--- config.mk ---
export PLATFORM = sky130hd
export DESIGN_NAME = pcgdu_top
export DESIGN_NICKNAME = d
export VERILOG_FILES = /design/src/logic/pcgdu_pkg.sv /design/src/logic/pcgdu_prescaler.sv /design/src/logic/pcgdu_top.sv
export VERILOG_INCLUDE_DIRS = /design/src /design/src/logic
export SDC_FILE = /design/constraint.sdc
export NUM_CORES = 1
export LEC_CHECK = 0
export BUFFER_PORTS_ARGS = -buffer_cell sky130_fd_sc_hd__buf_2
export CAP_MARGIN = 15
export CORE_AREA = 4 4 132 102
export CTS_CLUSTER_SIZE = 24
export DETAILED_ROUTE_END_ITERATION = 10
export DIE_AREA = 0 0 136 106
export SLEW_MARGIN = 10
export SYNTH_ARGS = -nofsm -noshare
export SYNTH_HDL_FRONTEND = slang
export SYNTH_SLANG_ARGS = --single-unit
--- constraint.sdc ---
create_clock -name clk_i -period 3.3 [get_ports clk_i]
set_input_delay 0.33 -clock clk_i [delete_from_list [all_inputs] [get_ports clk_i]]
set_output_delay 0.33 -clock clk_i [all_outputs]
set_load 0.03 [all_outputs]
--- src/logic/pcgdu_regs.svh ---
`ifndef PCGDU_REGS_SVH
`define PCGDU_REGS_SVH

// ****************************************
// Register offsets
// ****************************************
`define PCGDU_PLL_CFG_OFF      8'h18
`define PCGDU_PERIPH_GATE_OFF  8'h1c
`define PCGDU_SYS_MODE_OFF     8'h20
`define PCGDU_MAIN_PRESC_OFF   8'h40
`define PCGDU_BUS_PRESC_OFF    8'h44
`define PCGDU_PERIPH_RST_OFF   8'h48
`define PCGDU_CLK_CTRL_OFF     8'h00

// ****************************************
// Reset values
// ****************************************
`define PCGDU_PLL_CFG_RST      8'h07
`define PCGDU_PERIPH_GATE_RST  17'h1ffff
`define PCGDU_SYS_MODE_RST     2'h1
`define PCGDU_CLK_CTRL_RST     2'h0

// ****************************************
// Field positions
// ****************************************
`define PCGDU_FREE_RUN_BIT     7
`define PCGDU_REF_BAND_BIT     6
`define PCGDU_MULT_LSB         4
`define PCGDU_DIV_MSB          2
`define PCGDU_PLL_CFG_MASK     8'hf7
`define PCGDU_GATE_EXTMEM_BIT  2
`define PCGDU_GATE_USB_BIT     4
`define PCGDU_SOFT_RST_BIT     1
`define PCGDU_IDLE_BIT         0
`define PCGDU_BUS2_LSB         8
`define PCGDU_EXTMEM_RST_BIT   2
`define PCGDU_PRST_MASK        4'hf
`define PCGDU_ALLOW_HALT_BIT   1
`define PCGDU_ALLOW_SRES_BIT   0
`define PCGDU_DIV_BYPASS       3'h7

`endif

--- src/logic/pcgdu_pkg.sv ---
package pcgdu_pkg;
  typedef enum logic [1:0] {
    PCGDU_RUN,
    PCGDU_IDLE,
    PCGDU_SOFT_RESET
  } pcgdu_mode_t;

  typedef struct packed {
    logic [16:0] periph_clk_gate;
    logic [3:0]  prst;
    logic [1:0]  ctrl;
    logic [1:0]  main_clk_ratio;
  } pcgdu_misc_t;
endpackage

--- src/logic/pcgdu_prescaler.sv ---
`timescale 1ns/1ps
// Glitch-free ratio divider: new ratio taken only at a period boundary
module pcgdu_prescaler (
  input  wire logic       clk_i,
  input  wire logic       rst_i,
  input  wire logic [1:0] ratio_i,
  output logic            tick_o,
  output logic [1:0]      ratio_o
);
  typedef struct packed {
    logic [2:0] cnt;
    logic [1:0] ratio;
    logic       tick;
  } pcgdu_presc_t;

  pcgdu_presc_t st;
  pcgdu_presc_t next_st;
  logic [2:0]   last;

  always_comb begin
    next_st = st;
    last = 3'h0;
    case (st.ratio)
      2'h0:    last = 3'h0;
      2'h1:    last = 3'h1;
      2'h2:    last = 3'h3;
      default: last = 3'h7;
    endcase
    next_st.tick = (st.cnt == last);
    if (st.cnt == last) begin
      next_st.cnt   = 3'h0;
      next_st.ratio = ratio_i;
    end else begin
      next_st.cnt = st.cnt + 3'h1;
    end
  end

  always_ff @(posedge clk_i) begin
    if (rst_i) begin
      st <= '0;
    end else begin
      st <= next_st;
    end
  end

  assign tick_o  = st.tick;
  assign ratio_o = st.ratio;

  ratio_stable_a: assert property (@(posedge clk_i) disable iff (rst_i)
    (st.cnt != last) |=> $stable(st.ratio))
    else $error("prescaler ratio changed mid period");
endmodule

--- src/logic/pcgdu_top.sv ---
`timescale 1ns/1ps
`include "pcgdu_regs.svh"
module pcgdu_top (
  input  wire logic        clk_i,
  input  wire logic        rst_i,
  input  wire logic [7:0]  addr_i,
  input  wire logic [31:0] wdata_i,
  input  wire logic        wr_i,
  input  wire logic        rd_i,
  output logic [31:0]      rdata_o,
  input  wire logic        pll_lock_i,
  input  wire logic        regulator_good_i,
  input  wire logic        path_request_i,
  input  wire logic        irq_ack_i,
  output logic             pll_enable_o,
  output logic             pll_free_run_o,
  output logic             ref_input_band_o,
  output logic [4:0]       pll_multiplier_o,
  output logic [2:0]       pll_divisor_o,
  output logic             pll_path_select_o,
  output logic [16:0]      periph_clk_gate_o,
  output logic             extmem_clk_en_o,
  output logic             usb_clk_en_o,
  output logic             cpu_idle_o,
  output logic             soft_reset_o,
  output logic             main_clk_en_o,
  output logic             bus1_clk_en_o,
  output logic             bus2_clk_en_o,
  output logic             extmem_if_reset_o
);
  // ****************************************
  // State
  // ****************************************
  typedef struct packed {
    logic [7:0]        pll_cfg;
    logic [16:0]       gate;
    logic              idle_until_irq;
    logic              soft_req;
    logic [1:0]        allow;
    logic [1:0]        main_clk_ratio;
    logic [1:0]        bus1_clk_ratio;
    logic [1:0]        bus2_clk_ratio;
    logic [3:0]        prst;
    logic              extmem_rst;
    logic              path_sel;
    logic [4:0]        mult;
    logic              pll_en;
    logic [31:0]       rdata;
    pcgdu_pkg::pcgdu_mode_t mode;
  } pcgdu_state_t;

  pcgdu_state_t st;
  pcgdu_state_t next_st;
  logic         main_tick;
  logic         bus1_tick;
  logic         bus2_tick;
  logic [1:0]   main_eff;

  // Multiplier code decode, used by the multiplier output and the mult_map_a check
  function automatic logic [4:0] mult_of(input logic [1:0] code);
    case (code)
      2'h2:    mult_of = 5'd24;
      2'h0:    mult_of = 5'd20;
      2'h3:    mult_of = 5'd16;
      default: mult_of = 5'd12;
    endcase
  endfunction

  function automatic logic pll_bypassed(input logic [7:0] cfg);
    pll_bypassed = (cfg[`PCGDU_DIV_MSB:0] == `PCGDU_DIV_BYPASS);
  endfunction

  // ****************************************
  // Prescalers
  // ****************************************
  pcgdu_prescaler u_main (
    .clk_i   (clk_i),
    .rst_i   (rst_i),
    .ratio_i (st.main_clk_ratio),
    .tick_o  (main_tick),
    .ratio_o (main_eff)
  );

  pcgdu_prescaler u_bus1 (
    .clk_i   (clk_i),
    .rst_i   (rst_i),
    .ratio_i (st.bus1_clk_ratio),
    .tick_o  (bus1_tick),
    .ratio_o ()
  );

  pcgdu_prescaler u_bus2 (
    .clk_i   (clk_i),
    .rst_i   (rst_i),
    .ratio_i (st.bus2_clk_ratio),
    .tick_o  (bus2_tick),
    .ratio_o ()
  );

  // ****************************************
  // Next state
  // ****************************************
  always_comb begin
    next_st = st;
    next_st.rdata = 32'h0;
    if (wr_i) begin
      case (addr_i)
        `PCGDU_PLL_CFG_OFF:
          next_st.pll_cfg = wdata_i[7:0] & `PCGDU_PLL_CFG_MASK;
        `PCGDU_PERIPH_GATE_OFF:
          next_st.gate = wdata_i[16:0];
        `PCGDU_SYS_MODE_OFF: begin
          if (!wdata_i[`PCGDU_IDLE_BIT]) begin
            next_st.idle_until_irq = 1'b0;
          end
          next_st.soft_req = wdata_i[`PCGDU_SOFT_RST_BIT] & (&st.allow);
        end
        `PCGDU_CLK_CTRL_OFF:
          next_st.allow = wdata_i[1:0];
        `PCGDU_MAIN_PRESC_OFF:
          next_st.main_clk_ratio = wdata_i[1:0];
        `PCGDU_BUS_PRESC_OFF: begin
          next_st.bus1_clk_ratio = wdata_i[1:0];
          next_st.bus2_clk_ratio = wdata_i[`PCGDU_BUS2_LSB +: 2];
        end
        `PCGDU_PERIPH_RST_OFF:
          next_st.prst = wdata_i[3:0] & `PCGDU_PRST_MASK;
        default: begin
        end
      endcase
    end else begin
      next_st.soft_req = 1'b0;
    end
    // Ack wins over a same-cycle clear so no wake is lost
    if (irq_ack_i) begin
      next_st.idle_until_irq = 1'b1;
    end
    if (rd_i) begin
      case (addr_i)
        `PCGDU_PLL_CFG_OFF:     next_st.rdata = {24'h0, st.pll_cfg};
        `PCGDU_PERIPH_GATE_OFF: next_st.rdata = {15'h0, st.gate};
        `PCGDU_SYS_MODE_OFF:    next_st.rdata = {30'h0, 1'b0, st.idle_until_irq};
        `PCGDU_CLK_CTRL_OFF:    next_st.rdata = {30'h0, st.allow};
        `PCGDU_MAIN_PRESC_OFF:  next_st.rdata = {30'h0, st.main_clk_ratio};
        `PCGDU_BUS_PRESC_OFF:
          next_st.rdata = {22'h0, st.bus2_clk_ratio, 6'h0, st.bus1_clk_ratio};
        `PCGDU_PERIPH_RST_OFF:  next_st.rdata = {28'h0, st.prst};
        default:                next_st.rdata = 32'h0;
      endcase
    end
    // Memory interface reset moves only on a main clock tick
    if (main_tick) begin
      next_st.extmem_rst = st.prst[`PCGDU_EXTMEM_RST_BIT];
    end
    // PLL control: bypass stops PLL unless free-run keeps it going
    next_st.mult = mult_of(st.pll_cfg[`PCGDU_MULT_LSB +: 2]);
    next_st.pll_en = !pll_bypassed(st.pll_cfg) || st.pll_cfg[`PCGDU_FREE_RUN_BIT];
    if (pll_bypassed(st.pll_cfg) && !st.pll_cfg[`PCGDU_FREE_RUN_BIT]) begin
      next_st.path_sel = 1'b0;
    end else if (st.pll_cfg[`PCGDU_FREE_RUN_BIT]) begin
      next_st.path_sel = path_request_i;
    end else begin
      next_st.path_sel = path_request_i && pll_lock_i && regulator_good_i;
    end
    case (st.mode)
      pcgdu_pkg::PCGDU_RUN: begin
        if (st.soft_req) begin
          next_st.mode = pcgdu_pkg::PCGDU_SOFT_RESET;
        end else if (!next_st.idle_until_irq) begin
          next_st.mode = pcgdu_pkg::PCGDU_IDLE;
        end
      end
      pcgdu_pkg::PCGDU_IDLE: begin
        if (next_st.idle_until_irq) begin
          next_st.mode = pcgdu_pkg::PCGDU_RUN;
        end
      end
      pcgdu_pkg::PCGDU_SOFT_RESET: next_st.mode = pcgdu_pkg::PCGDU_SOFT_RESET;
      default: next_st.mode = pcgdu_pkg::PCGDU_RUN;
    endcase
  end

  always_ff @(posedge clk_i) begin
    if (rst_i) begin
      st                <= '0;
      st.pll_cfg        <= `PCGDU_PLL_CFG_RST;
      st.gate           <= `PCGDU_PERIPH_GATE_RST;
      st.idle_until_irq <= 1'b1;
      st.mult           <= 5'd20;
      st.mode           <= pcgdu_pkg::PCGDU_RUN;
    end else begin
      st <= next_st;
    end
  end

  // ****************************************
  // Outputs
  // ****************************************
  logic [16:0] gate_q;
  logic        main_en_q;
  logic        bus1_en_q;
  logic        bus2_en_q;

  always_ff @(posedge clk_i) begin
    if (rst_i) begin
      gate_q    <= 17'h0;
      main_en_q <= 1'b0;
      bus1_en_q <= 1'b0;
      bus2_en_q <= 1'b0;
    end else begin
      gate_q    <= st.gate & {17{main_tick}};
      main_en_q <= main_tick;
      bus1_en_q <= bus1_tick;
      bus2_en_q <= bus2_tick;
    end
  end

  assign rdata_o           = st.rdata;
  assign pll_enable_o      = st.pll_en;
  assign pll_free_run_o    = st.pll_cfg[`PCGDU_FREE_RUN_BIT];
  assign ref_input_band_o  = st.pll_cfg[`PCGDU_REF_BAND_BIT];
  assign pll_multiplier_o  = st.mult;
  assign pll_divisor_o     = st.pll_cfg[`PCGDU_DIV_MSB:0];
  assign pll_path_select_o = st.path_sel;
  assign periph_clk_gate_o = gate_q;
  assign extmem_clk_en_o   = gate_q[`PCGDU_GATE_EXTMEM_BIT];
  assign usb_clk_en_o      = gate_q[`PCGDU_GATE_USB_BIT];
  assign cpu_idle_o        = (st.mode == pcgdu_pkg::PCGDU_IDLE);
  assign soft_reset_o      = (st.mode == pcgdu_pkg::PCGDU_SOFT_RESET);
  assign main_clk_en_o     = main_en_q;
  assign bus1_clk_en_o     = bus1_en_q;
  assign bus2_clk_en_o     = bus2_en_q;
  assign extmem_if_reset_o = st.extmem_rst;

  // ****************************************
  // Checks
  // ****************************************
  path_low_bypass_a: assert property (@(posedge clk_i) disable iff (rst_i)
    (pll_bypassed(st.pll_cfg) && !st.pll_cfg[7]) |=> !st.path_sel)
    else $error("path select set while pll bypassed");

  path_needs_lock_a: assert property (@(posedge clk_i) disable iff (rst_i)
    (!st.pll_cfg[7] && !(pll_lock_i && regulator_good_i)) |=> !st.path_sel)
    else $error("path select without lock");

  free_run_path_a: assert property (@(posedge clk_i) disable iff (rst_i)
    (st.pll_cfg[7] && path_request_i) |=> (st.path_sel && st.pll_en))
    else $error("free run did not select pll");

  pll_off_a: assert property (@(posedge clk_i) disable iff (rst_i)
    (pll_bypassed(st.pll_cfg) && !st.pll_cfg[7]) |=> !st.pll_en)
    else $error("pll not off in bypass");

  mult_map_a: assert property (@(posedge clk_i) disable iff (rst_i)
    $stable(st.pll_cfg) |=> (st.mult == mult_of($past(st.pll_cfg[5:4]))))
    else $error("multiplier decode wrong");

  pll_rsvd_a: assert property (@(posedge clk_i) disable iff (rst_i)
    ($past(rd_i) && $past(addr_i) == 8'h18) |-> (rdata_o[31:8] == 24'h0 && !rdata_o[3]))
    else $error("pll reserved bits nonzero");

  soft_reset_gate_a: assert property (@(posedge clk_i) disable iff (rst_i)
    (wr_i && addr_i == 8'h20 && wdata_i[1] && !(&st.allow)) |=> !st.soft_req)
    else $error("soft reset without permission");

  wake_on_ack_a: assert property (@(posedge clk_i) disable iff (rst_i)
    (!st.idle_until_irq && irq_ack_i) |=> st.idle_until_irq ##1 !cpu_idle_o)
    else $error("wait bit not restored by ack");

  main_period_a: assert property (@(posedge clk_i) disable iff (rst_i)
    (main_tick && main_eff == 2'h1) |=> !main_tick ##1 main_tick)
    else $error("main divide by two wrong");

  extmem_sync_a: assert property (@(posedge clk_i) disable iff (rst_i)
    $changed(st.extmem_rst) |-> $past(main_tick))
    else $error("memory reset changed off main tick");
endmodule

# Yosys cells after proc, flatten, opt, wreduce, memory -nomap -nowiden

Index checks and enable logic that the tools add are counted.

Output and inout bits: 69
Word-level logic and storage cells: 97
Bits in registers: 118

Bitwise operators: 4
Muxes and demuxes: 14
Add/subtract/negate cells: 3
Reduce and logical (&&, ||, !) cells: 26
Equal/unequal tests: 22

Operators with widths:

| operator              | count |
|---|---|
| $pmux W17 S7          | 1 |
| $pmux W3 S3           | 3 |
| $eq A8 B7 Y1 const B  | 3 |
| $and A17 B17 Y17      | 1 |
| $eq A8 B5 Y1 const B  | 2 |
| $reduce_and A2 Y1     | 8 |
| $pmux W5 S3           | 1 |
| $eq A2 B2 Y1 const B  | 6 |
| $reduce_or A2 Y1      | 6 |
| $logic_not A2 Y1      | 5 |
| $add A3 B1 Y3 const B | 3 |
| $eq A3 B3 Y1          | 3 |
| $eq A2 B1 Y1 const B  | 4 |
| $eq A8 B6 Y1 const B  | 1 |
| $logic_not A8 Y1      | 1 |
| $mux W2               | 4 |
| $pmux W2 S3           | 1 |
| $mux W1               | 4 |
| $eq A3 B3 Y1 const B  | 1 |
| $logic_and A1 B1 Y1   | 3 |
| $ne A3 B3 Y1 const B  | 1 |
| $logic_not A1 Y1      | 2 |
| $ne A2 B1 Y1 const B  | 1 |
| $not A1 Y1            | 2 |
| other kinds (2)       | 2 |

# Longest topological paths before layout

Depth after elaboration: 8
Depth in mapped cells: 8

# Hierarchy

From an unflattened synthesis, not the netlist that was laid out.

Cells, all modules: 408
Area, all modules: 4,240.3 sq um

Modules (own cells, without submodules):

| module          | area an instance (sq um) | times used | cells each |
|---|---|---|---|
| pcgdu_top       | 3,380.7                  | 1          | 327 |
| pcgdu_prescaler | 286.5                    | 3          | 27 |

# Worst setup path before layout

Ideal clock, no wire load.

Kind: input-to-reg
Start: input port addr_i[3]
End: register st[63] in the netlist's numbering
Setup time: 0.120 ns
Cell stages on the path: 8
Slack: 1.650 ns
Data arrival time: 1.530 ns
Path through: buf_2 and3b_1 buf_2 and3_1 buf_4 nand2_4 buf_6 a211o_1

Word-level cells in the longest chain between the ends: 2

RTL lines:

| item                        | line             | source |
|---|---|---|
| start, declared             | pcgdu_top.sv:6   | `input wire logic [7:0] addr_i,` |
| $eq A8 B5 Y1                | pcgdu_top.sv:107 | `case (addr_i)` |
| $reduce_and A2 Y1 (no line) | n/a              |  |
| end signal, assigned        | pcgdu_top.sv:192 | `st <= next_st;` |
| end, declared               | pcgdu_top.sv:52  | `pcgdu_state_t st;` |

Every way passes these cells.
A chain may end at the register's enable or synchronous reset.

# Final worst setup path

Start: register u_main.st[3] in the netlist's numbering
End: register u_main.st (netlist bit u_main.ratio_o[1])

Word-level cells in the longest chain between the ends: 1

RTL lines:

| item                   | line                  | source |
|---|---|---|
| start, declared        | pcgdu_prescaler.sv:16 | `pcgdu_presc_t st;` |
| start signal, assigned | pcgdu_prescaler.sv:42 | `st <= next_st;` |
| $eq A3 B3 Y1           | pcgdu_prescaler.sv:30 | `if (st.cnt == last) begin` |

Every way passes these cells.

==> run metrics <==
final WL=~9.9 mm; layout cells sized above 1=0.228; peak supply drop=around 0.00026 V; root buf cell=clkbuf_16; I/O Pins=~120; placer congestion estimate=0.818; static leakage=2.11 nW; CTS max path bufs=2; Setup crit start=u_main.st[3]; outcome=complete, no violations; DRC violations left=0; hold path cells=3; largest family of logic cells by synthesized area=simple AND/OR/NAND/NOR gates; CTS Sinks=101; Fin. Hold Viols=0; register area share after synthesis=0.469; synth top area cells=dfxtp_1 (47%), buf_4 (7.5%), and2_1 (6.0%), a211o_1 (4.1%), mux2i_1 (3.5%); clk_skew=between 0.004 and 0.005 ns; Starting Density=0.355; via count=3,217; fmax=approximately 570 MHz; mux cell area share after synthesis=0.0348; worst endpoint required time=around 3.6 ns; Synth area leader=dfxtp_1; Via-to-Cell Ratio=roughly 4.8; Overflow after GRT=0; Hold Path Origin=irq_ack_i; largest net degree at the start of global routing=35; worst hold path type=primary input to flop; Crit. End Element=flop; Pins Over Slew Limit=0; Final Cycle Share=0.531; Hold Path Sink=st[55]; CTS Buf Count=9; Post-synth ARST share=0; die area=around 14,000 um2; Yosys Warn Count=0; post-cts sizing count=0; crit path max fanout=6; post-route ant nets=0; max cap viols=0; nets=between 500 and 600; vias in the first global route=between 2,000 and 3,000; first-pass GRT wire length=about 15 mm; DPL Wire Length=approximately 7 mm; DR iter-0 viols=150; Critical R2R Launch=u_main.st[3]; GRT Total Usage=0.136; die height=106 um; fin crit period=roughly 1.8 ns; XOR/XNOR share of the synthesized area=0.00813; synthesized area per cell=~9.6 um2; count leader, synth=dfxtp_1; Post-synth EDFFs=0; DR WL/cell=about 15 um; Synth Flop Type=dfxtp_1; later-pin clock latency in the skew report=between 0.3 and 0.4 ns; Die X=136 um; port bufs=84; list of most frequent post-synthesis cells=dfxtp_1 (101), buf_4 (43), and2_1 (41); slew margin rel.=0.511; post-synthesis cell count=around 450; core box area=12,100 um2; RSZ-0062 raised after global routing=false; actual slew at the worst max-slew pin=approximately 0.72 ns; Post-Synth Adder-Cell Area=0.0145; cts hold-fix bufs=0; htree depth=3; Reg2Reg Depth=4; 1st-pass router iterations=4; Critical Path AT=2.02 ns; antenna violations before repair=3; Synth top area share=0.469; area added between synthesis and finish=13.7%; Seq cells post-synth=a little over 100; Post CTS Setup Buffer Count=0; reg2reg setup slack=around 1.5 ns; Synth Area in Simple Gates=0.243; setup_tns=0 ns; synthesized cell area=4310 um2; total power=between 2 and 2.5 mW; CP Class=flop to flop; Cell variety after synth=54; Core Rows=35; Critical R2R Capture=u_main.ratio_o[1]; Setup Viol. Count Final=0; CTS tree=built; CP startpoint kind=flop; Clk pin slew, worst setup/hold paths=0.07 ns; post-synthesis compound-gate area fraction=0.121; Power Density=approximately 510 nW/um2
-- registers in the layout (all words and copies together), names as in the netlist, 2 cells and up --
register           count
st                    35
pll_divisor_o          3
rdata_o               17
u_bus2.ratio_o         2
periph_clk_gate_o     17
u_bus1.st              3
pll_multiplier_o       3
u_main.st              3
u_main.ratio_o         2
u_bus1.ratio_o         2
u_bus2.st              3
-- final cells by class --
| type | instances | area [um2] |
|---|---|---|
| diodes | 1 | 2.50 |
| clock buffers | 11 | 253 |
| clock inverters | 5 | 57.6 |
| fillers | 1210 | 7230 |
| inverters | 9 | 33.8 |
| multi-input cells | 287 | 1880 |
| flip-flops and latches | 101 | 2020 |
| well taps | 166 | 208 |
| repair buffers | 87 | 443 |
-- through the flow --
stage	instances	util	worst slack (ns)	instance area (um2)	hold slack, ns
finish	667	0.404	1.55	4900	0.198
global route	667	0.404	1.41	4900	0.201
CTS	666	0.404	1.56	4900	0.189
detailed placement	650	0.378	1.24	4590	0.435
global placement	650	0.378	1.25	4590	0.440
floorplan	465	-	1.65	4370	0.414
-- kinds of logic after synthesis --
kind of cell	after synthesis
AOI/OAI and AO/OA	72
xor gates and xnor gates	4
adders and majority gates	5
buffers and inverters	77
DFF	101
muxes	15
other	1
and+or+nand+nor	174
-- routing by layer --
layer / up-vias / wire length [um] / GRT usage
met5: - / 14 / 0
met4: 4 / 70 / 0.0281
met3: 12 / 957 / 0.0610
met2: 100 / 4370 / 0.204
met1: 1487 / 4520 / 0.180
li1: 1614 / - / -
-- cell usage in the layout (no fill, tap or decap), types with 15 or more instances in the layout --
| cell type | count |
|---|---|
| nor3_1 | 16 |
| buf_2 | 84 |
| and2_1 | 41 |
| mux2i_1 | 15 |
| nor2_1 | 22 |
| dfxtp_1 | 101 |
| a21oi_1 | 15 |
| a211o_1 | 20 |
| conb_1 | 17 |
| nand2_1 | 15 |
-- power by group --
| group | total [mW] | switching, mW | internal [mW] |
|---|---|---|---|
| registers | 1.24 | 0.00605 | 1.24 |
| clock network | 1.08 | 0.445 | 0.630 |
| logic | 0.163 | 0.118 | 0.0456 |
| total | 2.48 | 0.569 | 1.91 |
-- worst max-delay path, cell delays in order, from the launching register on --
cell	delay (ns)
dfxtp_1	0.36
or2_2	0.31
a2111oi_0	0.61
o21ai_0	0.23
a21oi_1	0.18
-- worst max path at each step --
stage	to	depth (start not counted)	slack, ns
after floorplan	st[63]	8	1.65
after global placement	st[71]	5	1.25
after detailed placement	st[57]	5	1.24
after CTS	u_main.ratio_o[1]	4	1.56
after global routing	u_main.ratio_o[1]	4	1.41
final	u_main.ratio_o[1]	4	1.55
Power figures use the tool's default switching activity.
